[src/hdl/track_ecc_pkg.sv]
// What this block does
// - Two protection levels: post-write CRC check, and a per-track redundancy sector.
// - With checking on, every sector written on the track is read back at track end.
// - Each verification pass lasts one revolution, 40 ms.
// - Verification finishes before completion, while the host can still retry the write.
// - One redundancy sector per track; a failed sector is rebuilt from all others.
// - Successful reads pass straight through; extra work only when rebuilding.
// - Protected write first reads, for one revolution, the sectors not being written.
// - The pre-read pass is skipped when every sector of the track is written.
// - Each incoming sector is written as it arrives, once any pre-read pass has ended, and folded into the redundancy.
// - The redundancy sector is written right after the last data sector.
// - After a protected write one revolution checks every updated sector, redundancy included.
// - Pre-read CRC failures report a distinct code per record.
// - Post-write CRC failures report a distinct code per record.
// - More than one failing sector on a track during a protected read is unrecoverable.
// - Protected write without the option is rejected; protected reads still work.
package track_ecc_pkg;

    localparam int SECTORS          = 8;
    localparam int SEC_IDX_W        = $clog2(SECTORS);
    localparam int SECTOR_WORDS_DEF = 8;
    localparam int DATA_W_DEF       = 16;
    localparam int FIFO_DEPTH       = 32;
    localparam int REV_TIME_MS      = 40;
    localparam int CLK_MHZ          = 250;
    localparam int REV_CYCLES_DEF   = REV_TIME_MS * 1000 * CLK_MHZ;

    localparam logic [7:0] ERR_NONE      = 8'h00;
    localparam logic [7:0] ERR_DATA_R1   = 8'h45;
    localparam logic [7:0] ERR_DATA_R2   = 8'h46;
    localparam logic [7:0] ERR_PRE_R1    = 8'h49;
    localparam logic [7:0] ERR_PRE_R2    = 8'h4A;
    localparam logic [7:0] ERR_POST_R1   = 8'h4B;
    localparam logic [7:0] ERR_POST_R2   = 8'h4C;
    localparam logic [7:0] ERR_UNREC_R1  = 8'h4D;
    localparam logic [7:0] ERR_UNREC_R2  = 8'h4E;
    localparam logic [7:0] ERR_RECOVERED = 8'h8D;
    localparam logic [7:0] ERR_NO_OPTION = 8'h8F;

    typedef enum logic [2:0] {
        ST_IDLE      = 3'h0,
        ST_PREREAD   = 3'h1,
        ST_WRITE     = 3'h3,
        ST_WRITE_ECC = 3'h2,
        ST_VERIFY    = 3'h6,
        ST_DONE      = 3'h7,
        ST_READ      = 3'h5,
        ST_REBUILD   = 3'h4
    } state_t;

    typedef struct packed {
        logic               write;
        logic               ecc;
        logic               verify;
        logic [SECTORS-1:0] mask;
    } cmd_t;

    typedef struct packed {
        logic                 done;
        logic                 ecc_sector;
        logic [SEC_IDX_W-1:0] sector;
        logic [1:0]           crc_err;
    } disk_stat_t;

endpackage

[src/hdl/track_ecc_sequencer.sv]
`timescale 1ns/100ps
module track_ecc_sequencer import track_ecc_pkg::*; #(
    parameter int DATA_W       = DATA_W_DEF,
    parameter int SECTOR_WORDS = SECTOR_WORDS_DEF,
    parameter int DEPTH        = FIFO_DEPTH,
    parameter int REV_CYCLES   = REV_CYCLES_DEF
) (
    input  wire logic              clk_in,
    input  wire logic              reset_n_in,
    input  wire logic              enable_in,
    input  wire logic              option_present_in,
    input  wire logic              cmd_valid_in,
    input  wire cmd_t              cmd_in,
    output logic                   cmd_ready_out,
    input  wire logic              host_valid_in,
    input  wire logic [DATA_W-1:0] host_data_in,
    output logic                   host_ready_out,
    input  wire disk_stat_t        disk_stat_in,
    input  wire logic              disk_rd_valid_in,
    input  wire logic [DATA_W-1:0] disk_rd_data_in,
    input  wire logic              disk_wr_ready_in,
    output logic                   disk_wr_valid_out,
    output logic      [DATA_W-1:0] disk_wr_data_out,
    output logic                   disk_wr_ecc_out,
    output logic                   rd_valid_out,
    output logic      [DATA_W-1:0] rd_data_out,
    output logic                   rd_rebuilt_out,
    output logic   [SEC_IDX_W-1:0] rebuilt_sector_out,
    output logic                   done_out,
    output logic             [7:0] status_out
);
    localparam int WI_W  = $clog2(SECTOR_WORDS);
    localparam int CNT_W = $clog2(SECTORS + 1);
    localparam int RV_W  = $clog2(REV_CYCLES + 1);

    function automatic logic [CNT_W-1:0] count_set(input logic [SECTORS-1:0] m);
        count_set = '0;
        for (int i = 0; i < SECTORS; i++)
            count_set = CNT_W'(count_set + CNT_W'(m[i]));
    endfunction

    // Record 1 takes precedence when both records fail together
    function automatic logic [7:0] rec_code(input logic [1:0] e, input logic [7:0] c1, input logic [7:0] c2);
        rec_code = e[0] ? c1 : c2;
    endfunction

    state_t                state;
    state_t                next_state;
    cmd_t                  cmd;
    logic [DATA_W-1:0]     acc     [SECTOR_WORDS];
    logic [DATA_W-1:0]     cur_buf [SECTOR_WORDS];
    logic [WI_W-1:0]       widx;
    logic [WI_W-1:0]       ridx;
    logic [CNT_W-1:0]      sec_left;
    logic [RV_W-1:0]       rev_cnt;
    logic                  had_fail;
    logic [7:0]            err_code;
    logic                  f_valid;
    logic [DATA_W-1:0]     f_data;

    wire start      = enable_in && cmd_valid_in && cmd_ready_out;
    wire reject     = cmd_in.write && cmd_in.ecc && !option_present_in;
    wire full_track = &cmd_in.mask;
    wire timed      = state == ST_PREREAD || state == ST_VERIFY || state == ST_READ;
    wire rev_end    = rev_cnt == RV_W'(REV_CYCLES - 1);
    wire last_word  = widx == WI_W'(SECTOR_WORDS - 1);
    wire pop        = enable_in && state == ST_WRITE && f_valid && disk_wr_ready_in;
    wire data_done  = pop && last_word && sec_left == CNT_W'(1);
    wire ecc_word   = enable_in && state == ST_WRITE_ECC && disk_wr_ready_in;
    wire rb_word    = enable_in && state == ST_REBUILD;
    wire stat_hit   = enable_in && disk_stat_in.done;
    wire any_err    = |disk_stat_in.crc_err;
    wire in_mask    = disk_stat_in.ecc_sector || cmd.mask[disk_stat_in.sector];
    wire rd_cap     = enable_in && disk_rd_valid_in && (state == ST_PREREAD || state == ST_READ);
    wire pre_fold   = state == ST_PREREAD && stat_hit && !in_mask && !any_err;
    wire rd_fold    = state == ST_READ && stat_hit && !any_err;
    wire fold       = pre_fold || rd_fold;
    wire pre_fail   = state == ST_PREREAD && stat_hit && !in_mask && any_err;
    wire post_fail  = state == ST_VERIFY && stat_hit && in_mask && any_err;
    wire rd_fail    = state == ST_READ && stat_hit && any_err;
    wire rebuild_ok = cmd.ecc && had_fail && err_code == ERR_NONE;

    data_fifo #(
        .WIDTH (DATA_W),
        .DEPTH (DEPTH)
    ) u_fifo (
        .clk_in        (clk_in),
        .reset_n_in    (reset_n_in),
        .enable_in     (enable_in),
        .in_valid_in   (host_valid_in),
        .in_data_in    (host_data_in),
        .in_ready_out  (host_ready_out),
        .out_valid_out (f_valid),
        .out_data_out  (f_data),
        .out_ready_in  (pop)
    );

    always_comb
    begin
        next_state = state;
        unique case (state)
            ST_IDLE:
                if (start)
                begin
                    if (reject)
                        next_state = ST_DONE;
                    else if (!cmd_in.write)
                        next_state = ST_READ;
                    else if (cmd_in.ecc && !full_track)
                        next_state = ST_PREREAD;
                    else
                        next_state = ST_WRITE;
                end
            ST_PREREAD:
                if (enable_in && rev_end)
                    next_state = ST_WRITE;
            ST_WRITE:
                if (data_done)
                    next_state = cmd.ecc ? ST_WRITE_ECC : (cmd.verify ? ST_VERIFY : ST_DONE);
            ST_WRITE_ECC:
                if (ecc_word && last_word)
                    next_state = ST_VERIFY;
            ST_VERIFY:
                if (enable_in && rev_end)
                    next_state = ST_DONE;
            ST_READ:
                if (enable_in && rev_end)
                    next_state = rebuild_ok ? ST_REBUILD : ST_DONE;
            ST_REBUILD:
                if (rb_word && last_word)
                    next_state = ST_DONE;
            ST_DONE:
                if (enable_in)
                    next_state = ST_IDLE;
        endcase
    end

    // Sequencing, counters and error capture
    always_ff @(posedge clk_in or negedge reset_n_in)
    begin
        if (!reset_n_in)
        begin
            state    <= ST_IDLE;
            cmd      <= '0;
            widx     <= '0;
            ridx     <= '0;
            sec_left <= '0;
            rev_cnt  <= '0;
            had_fail <= 1'b0;
            err_code <= ERR_NONE;
        end
        else if (enable_in)
        begin
            state   <= next_state;
            rev_cnt <= (timed && next_state == state) ? RV_W'(rev_cnt + 1'b1) : '0;
            widx    <= (pop || ecc_word || rb_word) ? WI_W'(widx + 1'b1) : widx;
            ridx    <= stat_hit ? '0 : (rd_cap ? WI_W'(ridx + 1'b1) : ridx);
            if (start)
            begin
                cmd      <= cmd_in;
                widx     <= '0;
                sec_left <= count_set(cmd_in.mask);
                had_fail <= 1'b0;
                err_code <= reject ? ERR_NO_OPTION : ERR_NONE;
            end
            if (pop && last_word)
                sec_left <= CNT_W'(sec_left - 1'b1);
            if (pre_fail && err_code == ERR_NONE)
                err_code <= rec_code(disk_stat_in.crc_err, ERR_PRE_R1, ERR_PRE_R2);
            if (post_fail && err_code == ERR_NONE)
                err_code <= rec_code(disk_stat_in.crc_err, ERR_POST_R1, ERR_POST_R2);
            if (rd_fail)
            begin
                had_fail <= 1'b1;
                // Whole-sector rebuild: a second failing sector cannot be recovered
                if (!cmd.ecc && err_code == ERR_NONE)
                    err_code <= rec_code(disk_stat_in.crc_err, ERR_DATA_R1, ERR_DATA_R2);
                else if (cmd.ecc && had_fail)
                    err_code <= rec_code(disk_stat_in.crc_err, ERR_UNREC_R1, ERR_UNREC_R2);
            end
            if (rb_word && last_word)
                err_code <= ERR_RECOVERED;
        end
    end

    // Redundancy accumulator and capture buffer, one word per lane
    for (genvar i = 0; i < SECTOR_WORDS; i++)
    begin : g_word
        always_ff @(posedge clk_in or negedge reset_n_in)
        begin
            if (!reset_n_in)
            begin
                acc[i]     <= '0;
                cur_buf[i] <= '0;
            end
            else if (enable_in)
            begin
                if (start)
                    acc[i] <= '0;
                else if (pop && cmd.ecc && widx == WI_W'(i))
                    acc[i] <= acc[i] ^ f_data;
                else if (fold)
                    acc[i] <= acc[i] ^ cur_buf[i];
                if (rd_cap && ridx == WI_W'(i))
                    cur_buf[i] <= disk_rd_data_in;
            end
        end
    end

    always_ff @(posedge clk_in or negedge reset_n_in)
    begin
        if (!reset_n_in)
        begin
            cmd_ready_out      <= 1'b0;
            disk_wr_valid_out  <= 1'b0;
            disk_wr_data_out   <= '0;
            disk_wr_ecc_out    <= 1'b0;
            rd_valid_out       <= 1'b0;
            rd_data_out        <= '0;
            rd_rebuilt_out     <= 1'b0;
            rebuilt_sector_out <= '0;
            done_out           <= 1'b0;
            status_out         <= ERR_NONE;
        end
        else if (enable_in)
        begin
            cmd_ready_out     <= next_state == ST_IDLE;
            disk_wr_valid_out <= pop || ecc_word;
            disk_wr_data_out  <= pop ? f_data : acc[widx];
            disk_wr_ecc_out   <= ecc_word;
            rd_valid_out      <= (state == ST_READ && disk_rd_valid_in) || rb_word;
            rd_data_out       <= rb_word ? acc[widx] : disk_rd_data_in;
            rd_rebuilt_out    <= rb_word;
            if (rd_fail && !had_fail)
                rebuilt_sector_out <= disk_stat_in.sector;
            done_out          <= state == ST_DONE;
            if (state == ST_DONE)
                status_out <= err_code;
        end
    end

    a_option_reject: assert property (@(posedge clk_in) disable iff (!reset_n_in)
        start && reject ##1 enable_in |=> done_out && status_out == ERR_NO_OPTION)
        else $error("protected write without option not rejected");

    a_preread_entry: assert property (@(posedge clk_in) disable iff (!reset_n_in)
        start && !reject && cmd_in.write && cmd_in.ecc && !full_track |=> state == ST_PREREAD)
        else $error("protected partial write skipped pre-read");

    a_full_skip: assert property (@(posedge clk_in) disable iff (!reset_n_in)
        start && !reject && cmd_in.write && full_track |=> state == ST_WRITE)
        else $error("full-track write did not go straight to writing");

    a_pass_bound: assert property (@(posedge clk_in) disable iff (!reset_n_in)
        timed |-> rev_cnt <= RV_W'(REV_CYCLES - 1))
        else $error("pass longer than one revolution");

    a_verify_end: assert property (@(posedge clk_in) disable iff (!reset_n_in)
        enable_in && state == ST_VERIFY && rev_end |=> state == ST_DONE ##1 done_out)
        else $error("verify pass did not end with completion");

    a_ecc_follows: assert property (@(posedge clk_in) disable iff (!reset_n_in)
        data_done && cmd.ecc |=> state == ST_WRITE_ECC)
        else $error("redundancy sector not written after last data");

    a_write_path: assert property (@(posedge clk_in) disable iff (!reset_n_in)
        pop |=> disk_wr_valid_out && !disk_wr_ecc_out && disk_wr_data_out == $past(f_data))
        else $error("host word not written as received");

    a_read_thru: assert property (@(posedge clk_in) disable iff (!reset_n_in)
        enable_in && state == ST_READ && disk_rd_valid_in |=> rd_valid_out && rd_data_out == $past(disk_rd_data_in))
        else $error("read data delayed");

    a_post_error: assert property (@(posedge clk_in) disable iff (!reset_n_in)
        post_fail && err_code == ERR_NONE && disk_stat_in.crc_err[0] |=> err_code == ERR_POST_R1)
        else $error("post-write failure not reported");

    a_unrec_track: assert property (@(posedge clk_in) disable iff (!reset_n_in)
        rd_fail && cmd.ecc && had_fail && disk_stat_in.crc_err == 2'h2 |=> err_code == ERR_UNREC_R2)
        else $error("second read failure not unrecoverable");

    a_pre_error: assert property (@(posedge clk_in) disable iff (!reset_n_in)
        pre_fail && err_code == ERR_NONE && disk_stat_in.crc_err == 2'h2 |=> err_code == ERR_PRE_R2)
        else $error("pre-read failure not reported");
endmodule

[src/hdl/data_fifo.sv]
`timescale 1ns/100ps
module data_fifo #(
    parameter int WIDTH = 16,
    parameter int DEPTH = 32
) (
    input  wire logic             clk_in,
    input  wire logic             reset_n_in,
    input  wire logic             enable_in,
    input  wire logic             in_valid_in,
    input  wire logic [WIDTH-1:0] in_data_in,
    output logic                  in_ready_out,
    output logic                  out_valid_out,
    output logic      [WIDTH-1:0] out_data_out,
    input  wire logic             out_ready_in
);
    localparam int AW = $clog2(DEPTH);

    logic [WIDTH-1:0] mem [DEPTH];
    logic [AW:0]      count;
    logic [AW-1:0]    wr_ptr;
    logic [AW-1:0]    rd_ptr;

    wire push = enable_in && in_valid_in && in_ready_out;
    wire pop  = enable_in && out_ready_in && out_valid_out;
    wire [AW:0] next_count = count + (AW+1)'(push) - (AW+1)'(pop);

    assign out_valid_out = count != '0;
    assign out_data_out  = mem[rd_ptr];

    // Registered ready keeps the host side free of combinational paths
    always_ff @(posedge clk_in or negedge reset_n_in)
    begin
        if (!reset_n_in)
        begin
            count        <= '0;
            wr_ptr       <= '0;
            rd_ptr       <= '0;
            in_ready_out <= 1'b0;
        end
        else if (enable_in)
        begin
            count        <= next_count;
            wr_ptr       <= push ? AW'(wr_ptr + 1'b1) : wr_ptr;
            rd_ptr       <= pop ? AW'(rd_ptr + 1'b1) : rd_ptr;
            in_ready_out <= next_count < (AW+1)'(DEPTH);
        end
    end

    always_ff @(posedge clk_in)
    begin
        if (push)
            mem[wr_ptr] <= in_data_in;
    end
endmodule

[config.mk]
export PLATFORM = sky130hd
export DESIGN_NAME = track_ecc_sequencer
export DESIGN_NICKNAME = d
export VERILOG_FILES = /design/src/hdl/track_ecc_pkg.sv /design/src/hdl/track_ecc_sequencer.sv /design/src/hdl/data_fifo.sv
export SDC_FILE = /design/constraint.sdc
export NUM_CORES = 1
export LEC_CHECK = 0
export ABC_AREA = 1
export BUFFER_PORTS_ARGS = -buffer_cell sky130_fd_sc_hd__buf_4
export CAP_MARGIN = 20
export CORE_ASPECT_RATIO = 1.75
export CORE_MARGIN = 1.5
export CORE_UTILIZATION = 56
export DETAILED_ROUTE_END_ITERATION = 10
export PLACE_DENSITY = 0.76
export SLEW_MARGIN = 30
export SYNTH_ARGS = -nofsm -noshare
export SYNTH_HDL_FRONTEND = slang
export SYNTH_SLANG_ARGS = --single-unit
[constraint.sdc]
create_clock -name clk_in -period 2.5 [get_ports clk_in]
set_input_delay 0.125 -clock clk_in [delete_from_list [all_inputs] [get_ports clk_in]]
set_output_delay 0.125 -clock clk_in [all_outputs]
set_load 0.01 [all_outputs]
==> flow_summary_export.csv, run 1 <==
group,metric,value,unit
route,wirelength,135000,um
sta,rsz0062_at_grt,"yes",
route,wl_per_cell,25.1,um
logic_synthesis,synthArstFlopShare,0.425,
setup_path,crit_chain,"buf_12 -> clkinv_16 -> buf_16 -> buf_4 -> nor2_1 -> o211ai_1 -> nand3_2 -> nand4_1 -> buf_6 -> buf_12 -> nand3_1 -> nand2_1 -> nand3_2 -> nand2_1 -> nor2_1",
sta,finalClockSkew,39.5,ps
logic_synthesis,syn_avg_cell_area,9.71,um^2
route,ant_nets,0,
logic_synthesis,seq_area_frac_synth,0.626,
sta,max-slew-margin-rel,0.503,
logic_synthesis,synth_edf_count,512,
sta,period_minus_slack,2640,ps
global_route,grt_usage,0.354,
floorplan,die_area,0.0726,mm^2
clocking,clk_latency,660,ps
setup_path,critPathRequiredTime,3020,ps
route,drc,0,
clocking,root_buffer,"clkbuf_16",
power,irDropWorstVdd,0.000772,V
sta,finalHoldViolCount,0,
place,routabilityCongestion,0.956,
floorplan,coreArea,0.0704,mm^2
place,place_ws,-474,ps
clocking,cts_inserted_buffers,79,
sta,fin_ws,-138,ps
floorplan,core.rowCount,129,
run_status,outcome,"complete, but fails checks",
floorplan,die_w,204,um
route,vias,33600,
place,hpwl,81700,um
cells_and_area,drive_gt1_frac,0.159,
setup_path,critPathArrivalTime,3160,ps
global_route,antenna_found_initial,4,
floorplan,die-height,355,um
setup_path,cp-end-kind,"flop",
sta,finalSetupViolCount,41,
clocking,h-tree-depth,3,
global_route,overflow,0,
route,vias_per_cell,6.25,
setup_path,slowest_stage,"dfrtp_4",
clocking,cts_max_path_buffers,3,
sta,worst_slew_pin_slew,745,ps
global_route,grt_pass1_vias,32600,
logic_synthesis,synth.most_common_cell,"nand2_1",
logic_synthesis,synth_area_leaders,"edfxtp_1, dfrtp_1, nand2_1",
logic_synthesis,yosys.area.top_type,"edfxtp_1",
cells_and_area,fin_util,0.687,
logic_synthesis,syn_inst,4089,
place,portBuffers,107,
sta,holdWs,27.0,ps
setup_path,crit_type,"flop to flop",
logic_synthesis,synth_cell_types,45,
global_route,grt_max_degree,68,
power,powerDensity,707,mW/mm^2
global_route,grt_pass1_wl,189000,um
sta,drv_slew,0,
logic_synthesis,yosys_most_used_dff,"edfxtp_1",
logic_synthesis,yosysWarnings,0,
route,dr.first_iter.drc_count,3637,
route,first_pass_iters,6,
power,power.total,34.2,mW
hold_path,hold_class,"primary input to async pin",
cells_and_area,final_nets,4490,
sta,fin_tns_setup,-1420,ps
run_status,violations,"negative setup slack",
logic_synthesis,synth_top_cell_area_share,0.387,
logic_synthesis,synth_area,0.0397,mm^2
floorplan,start_util,0.564,
sta,max_freq,379,MHz
setup_path,slowest_delay,510,ps
floorplan,ioPinCount,108,
clocking,cts_num_sinks,890,
setup_path,crit_fanout,8,
logic_synthesis,synthTopCellsByCount,"nand2_1, nor2_1, o21ai_0",
power,leakagePower,20.2,nW
cells_and_area,diodes,0,
cells_and_area,synthToLayoutAreaGrowth,21.8,%
clocking,clk_pin_slew_worst_paths,60,ps
logic_synthesis,synth-seq-cells,890,
clocking,cts_tree,"yes",
sta,fin_crit_sh,1.06,
logic_synthesis,syn_nets,4184,
setup_path,startpoint_type,"flop",
flow_run,max_cap_viol_count,0,
[through the flow]
| stage | cells | instance area [um^2] |
|---|---|---|
| after floorplan | 4089 | 39700 |
| after global placement | 5120 | 43500 |
| after detailed placement | 5120 | 43500 |
| after CTS | 5320 | 46700 |
| after global routing | 5374 | 48300 |
| final | 5374 | 48300 |
[layout by cell type, fill, tap and decap left out, types with 4 or more instances in the layout]
cell | synthesis | final
o21ai_0 | 516 | 466
dfrtp_1 | 378 | 374
buf_4 | 7 | 255
nor3_1 | 17 | 14
nand3_2 | 6 | 42
nand4_1 | 34 | 34
nand3_4 | 0 | 4
nand3_1 | 342 | 302
dlygate4sd3_1 | 0 | 56
inv_1 | 120 | 109
nand2_2 | 2 | 33
nand4_2 | 7 | 5
a31oi_1 | 7 | 6
nor2_2 | 2 | 11
clkbuf_1 | 142 | 17
clkinv_2 | 0 | 15
o21ai_2 | 0 | 8
clkinv_1 | 4 | 15
inv_4 | 0 | 4
o21ai_1 | 1 | 43
o211ai_1 | 60 | 60
ha_1 | 32 | 28
buf_6 | 7 | 35
o311ai_0 | 16 | 16
o221ai_1 | 6 | 6
xor2_1 | 28 | 28
edfxtp_1 | 512 | 512
a21oi_2 | 0 | 36
clkbuf_16 | 0 | 99
nor2_4 | 1 | 5
bufinv_16 | 0 | 9
inv_2 | 9 | 14
buf_12 | 0 | 86
buf_16 | 0 | 5
nor2_1 | 577 | 564
nor4_1 | 4 | 4
a21oi_1 | 193 | 157
nand2_1 | 871 | 837
o22ai_1 | 88 | 87
[final timing paths]
check                           cells after the start                 from  slack, ps         endpoint
max in group asynchronous                           4           reset_n_in       1570    status_out[5]
worst min-delay path                                2           reset_n_in         30          acc[56]
worst max register to register                     15     u_fifo.rd_ptr[0]       -140         acc[102]
min in group clk_in                                 3  disk_rd_data_in[11]         60      cur_buf[91]
worst min register to register                      1      u_fifo.count[5]        480  u_fifo.count[5]
worst max-delay path                               15     u_fifo.rd_ptr[0]       -140         acc[102]
[routing by layer]
| layer | routed length, um | GRT usage | part of all wire |
|---|---|---|---|
| met5 | 23 | 0 | 0.00017 |
| met2 | 66100 | 0.602 | 0.49 |
| met3 | 13000 | 0.0841 | 0.096 |
| met4 | 14900 | 0.311 | 0.11 |
| met1 | 41100 | 0.361 | 0.30 |
[registers in the layout, summed over array words and instances, names as in the netlist, 8 cells and up]
register / flops
rd_data_out: 16
cur_buf: 128
status_out: 8
acc: 128
rev_cnt: 24
disk_wr_data_out: 16
cmd: 10
u_fifo.mem: 512
err_code: 8
[logic make-up after synthesis]
family | share of synthesized area
adders and majority gates | 0.0126
buffers and inverters | 0.0385
DFF | 0.626
xor gates and xnor gates | 0.00640
AOI/OAI and AO/OA | 0.122
and+or+nand+nor | 0.195
[cell type report]
class | instances | area [um^2]
inverter | 133 | 537
fill | 5065 | 22000
tap | 917 | 1150
multi-input combinational | 2832 | 14000
sequential | 890 | 24800
clock buffer | 100 | 2120
clock inverter | 43 | 478
timing repair buffer | 459 | 5230
[where the power goes]
part / switching (mW) / total (mW) / internal, mW
Combinational: 2.49 / 4.06 / 1.57
Clock: 5.56 / 12.5 / 6.98
Sequential: 0.860 / 17.6 / 16.7
Total: 8.90 / 34.2 / 25.3
[worst max-delay path, delay by kind of cell, from the launching register on]
| kind | cells | cell delay [ps] |
|---|---|---|
| flops | 1 | 510 |
| compound gates | 1 | 240 |
| buf+inv | 6 | 810 |
| simple gates | 8 | 920 |
[repair_timing]
item,CTS,global route
gates resized for setup,4,267
hold buffers,56,0
hold endpoints to repair,961,0
cloned,0,23
buffers inserted,1,31
setup endpoints to repair,15,152
pin swaps,1,50
Power figures use the tool's default switching activity.
==> run 2, diff against run 1 <==
- CELL_PAD_IN_SITES_DETAIL_PLACEMENT: unset -> 1
- CELL_PAD_IN_SITES_GLOBAL_PLACEMENT: unset -> 2
- CORE_UTILIZATION: 56 -> 37
- PLACE_DENSITY: 0.76 -> unset
- PLACE_DENSITY_LB_ADDON: unset -> 0.1
==> run 2 against run 1 <==
Net effect:
- the flow still finishes with violations (negative setup slack)
- cell area grew 1.1%
- clock skew shrank 9.9 ps
- combinational power shrank 2%
==> flow_summary_export.csv, run 2 (synthesis gave the netlist of run 1 again) <==
group,metric,value,unit
run_status,outcome,"complete, but fails checks",
run_status,violations,"negative setup slack",
floorplan,start_util,0.374,
place,routabilityCongestion,0.787,
clocking,h-tree-depth,3,
power,powerDensity,721,mW/mm^2
global_route,grt_pass1_vias,33100,
setup_path,critPathRequiredTime,3070,ps
global_route,antenna_found_initial,0,
route,drc,0,
sta,finalHoldViolCount,0,
clocking,root_buffer,"clkbuf_16",
global_route,grt_max_degree,71,
sta,worst_slew_pin_slew,742,ps
cells_and_area,drive_gt1_frac,0.155,
floorplan,core.rowCount,158,
global_route,grt_usage,0.267,
sta,max-slew-margin-rel,0.505,
cells_and_area,layout_commonest_cell,"nand2_1",
power,irDropWorstVdd,0.000576,V
place,place_ws,-459,ps
power,leakagePower,20.3,nW
global_route,use_met1,0.294,
sta,rsz0062_at_grt,"yes",
global_route,grt_use_met3,0.0237,
cells_and_area,diodes,0,
setup_path,crit_chain,"buf_6 -> buf_6 -> clkbuf_16 -> nor2_4 -> nor2_1 -> o21ai_1 -> o21ai_1 -> o211ai_1 -> nand2_2 -> clkbuf_16 -> nand3_1 -> nand2_2 -> a21oi_2 -> nor2_1",
clocking,cts_inserted_buffers,85,
sta,finalClockSkew,29.6,ps
floorplan,coreArea,0.106,mm^2
route,ant_nets,0,
clocking,clk_latency,700,ps
place,hpwl,96200,um
floorplan,die_area,0.109,mm^2
hold_path,hold_class,"primary input to flop",
cells_and_area,final_nets,4500,
place,portBuffers,107,
sta,max_freq,398,MHz
setup_path,critPathArrivalTime,3080,ps
cells_and_area,nFillCells,11700,
cells_and_area,largest_reg_flops,512,
route,vias_per_cell,5.47,
sta,period_minus_slack,2510,ps
global_route,overflow,0,
sta,fin_ws,-12.6,ps
cells_and_area,top_register,"u_fifo.mem",
clocking,clk_pin_slew_worst_paths,60,ps
setup_path,startpoint_type,"flop",
floorplan,die-height,436,um
place,dpl.cell_count,5584,
cells_and_area,final_cells,5836,
floorplan,ioPinCount,108,
cells_and_area,fin_util,0.460,
setup_path,crit_type,"flop to flop",
clocking,cts_tree,"yes",
sta,finalSetupViolCount,1,
sta,drv_slew,0,
place,place_area,0.0444,mm^2
sta,fin_crit_sh,1.01,
global_route,grt_use_met2,0.520,
cells_and_area,synthToLayoutAreaGrowth,23.1,%
setup_path,cp-end-kind,"flop",
global_route,grt_pass1_wl,216000,um
setup_path,crit_fanout,8,
route,wirelength,149000,um
clocking,cts_max_path_buffers,3,
cells_and_area,largestRegisters,"u_fifo.mem: 512 flops, acc: 128 flops, cur_buf: 128 flops",
cells_and_area,most-common-layout-cells,"nand2_1, nor2_1, edfxtp_1",
route,vias,31900,
global_route,grt_busiest_layer,"met2",
cells_and_area,final_area,0.0489,mm^2
setup_path,slowest_delay,490,ps
setup_path,slowest_stage,"dfrtp_4",
route,wl_per_cell,25.5,um
floorplan,die_w,251,um
flow_run,max_cap_viol_count,0,
clocking,cts_num_sinks,890,
route,dr.first_iter.drc_count,1505,
route,first_pass_iters,5,
-- run 2: cell count changes in the layout (fill, tap and decap cells not counted), moves of 14 or more --
cell / change
clkbuf_8: +18
o21ai_0: +28
buf_4: +22
nand3_2: -14
buf_6: -18
o21ai_1: -21
nor2_2: +15
nand3_1: +17
-- run 2: through the flow --
stage	hold slack [ps]	setup TNS [ps]	power, mW
final	34.8	-12.6	35.3
after global routing	48.7	-3660	36.7
after CTS	6.30	-13.5	35.4
after detailed placement	115	-1070	21.6
after global placement	109	-874	21.5
after floorplan	-171	-324	19.8
-- run 2: repair_timing --
| item | CTS | global route |
|---|---|---|
| pin swaps | 1 | 39 |
| cloned | 0 | 13 |
| resized for setup | 5 | 144 |
| hold endpoints to repair | 981 | 0 |
| endpoints found under the setup margin | 14 | 151 |
| setup buffers | 0 | 20 |
| hold buffers | 61 | 0 |
-- run 2: final cells by class --
class / instances / area, um^2 / area share
tap: 1360 / 1700 / 0.0348
timing repair buffer: 461 / 5100 / 0.104
sequential: 890 / 24800 / 0.508
inverter: 133 / 515 / 0.0105
timing repair inverter: 2 / 25.0 / 0.000512
multi-input combinational: 2832 / 13800 / 0.282
clock inverter: 27 / 342 / 0.00699
clock buffer: 131 / 2560 / 0.0525
-- run 2: power by group --
group,internal (mW),switching [mW],total [mW]
registers,16.7,0.851,17.6
clock network,7.64,6.05,13.7
logic,1.57,2.42,3.99
total,25.9,9.32,35.3
-- run 2: metal layers --
layer | share of wire | routed length, um
met4 | 0.035 | 5240
met1 | 0.38 | 56000
met5 | 0 | 0
met2 | 0.56 | 83300
met3 | 0.029 | 4370
-- run 2: worst paths after layout --
path,from,to,slack [ps],depth (start not counted)
min,disk_rd_data_in[14],cur_buf[126],30,3
max in group asynchronous,reset_n_in,u_fifo.rd_ptr[0],1410,4
max reg2reg,u_fifo.rd_ptr[0],acc[110],-10,14
min in group asynchronous,reset_n_in,acc[0],460,3
min reg2reg,status_out[7],status_out[7],480,2
max,u_fifo.rd_ptr[0],acc[110],-10,14
-- run 2: worst max-delay path: cells and delay by family, from the launching register on --
family	cells	cell delay, ps
compound gates	4	640
buf+inv	4	650
flops	1	490
simple gates	6	570
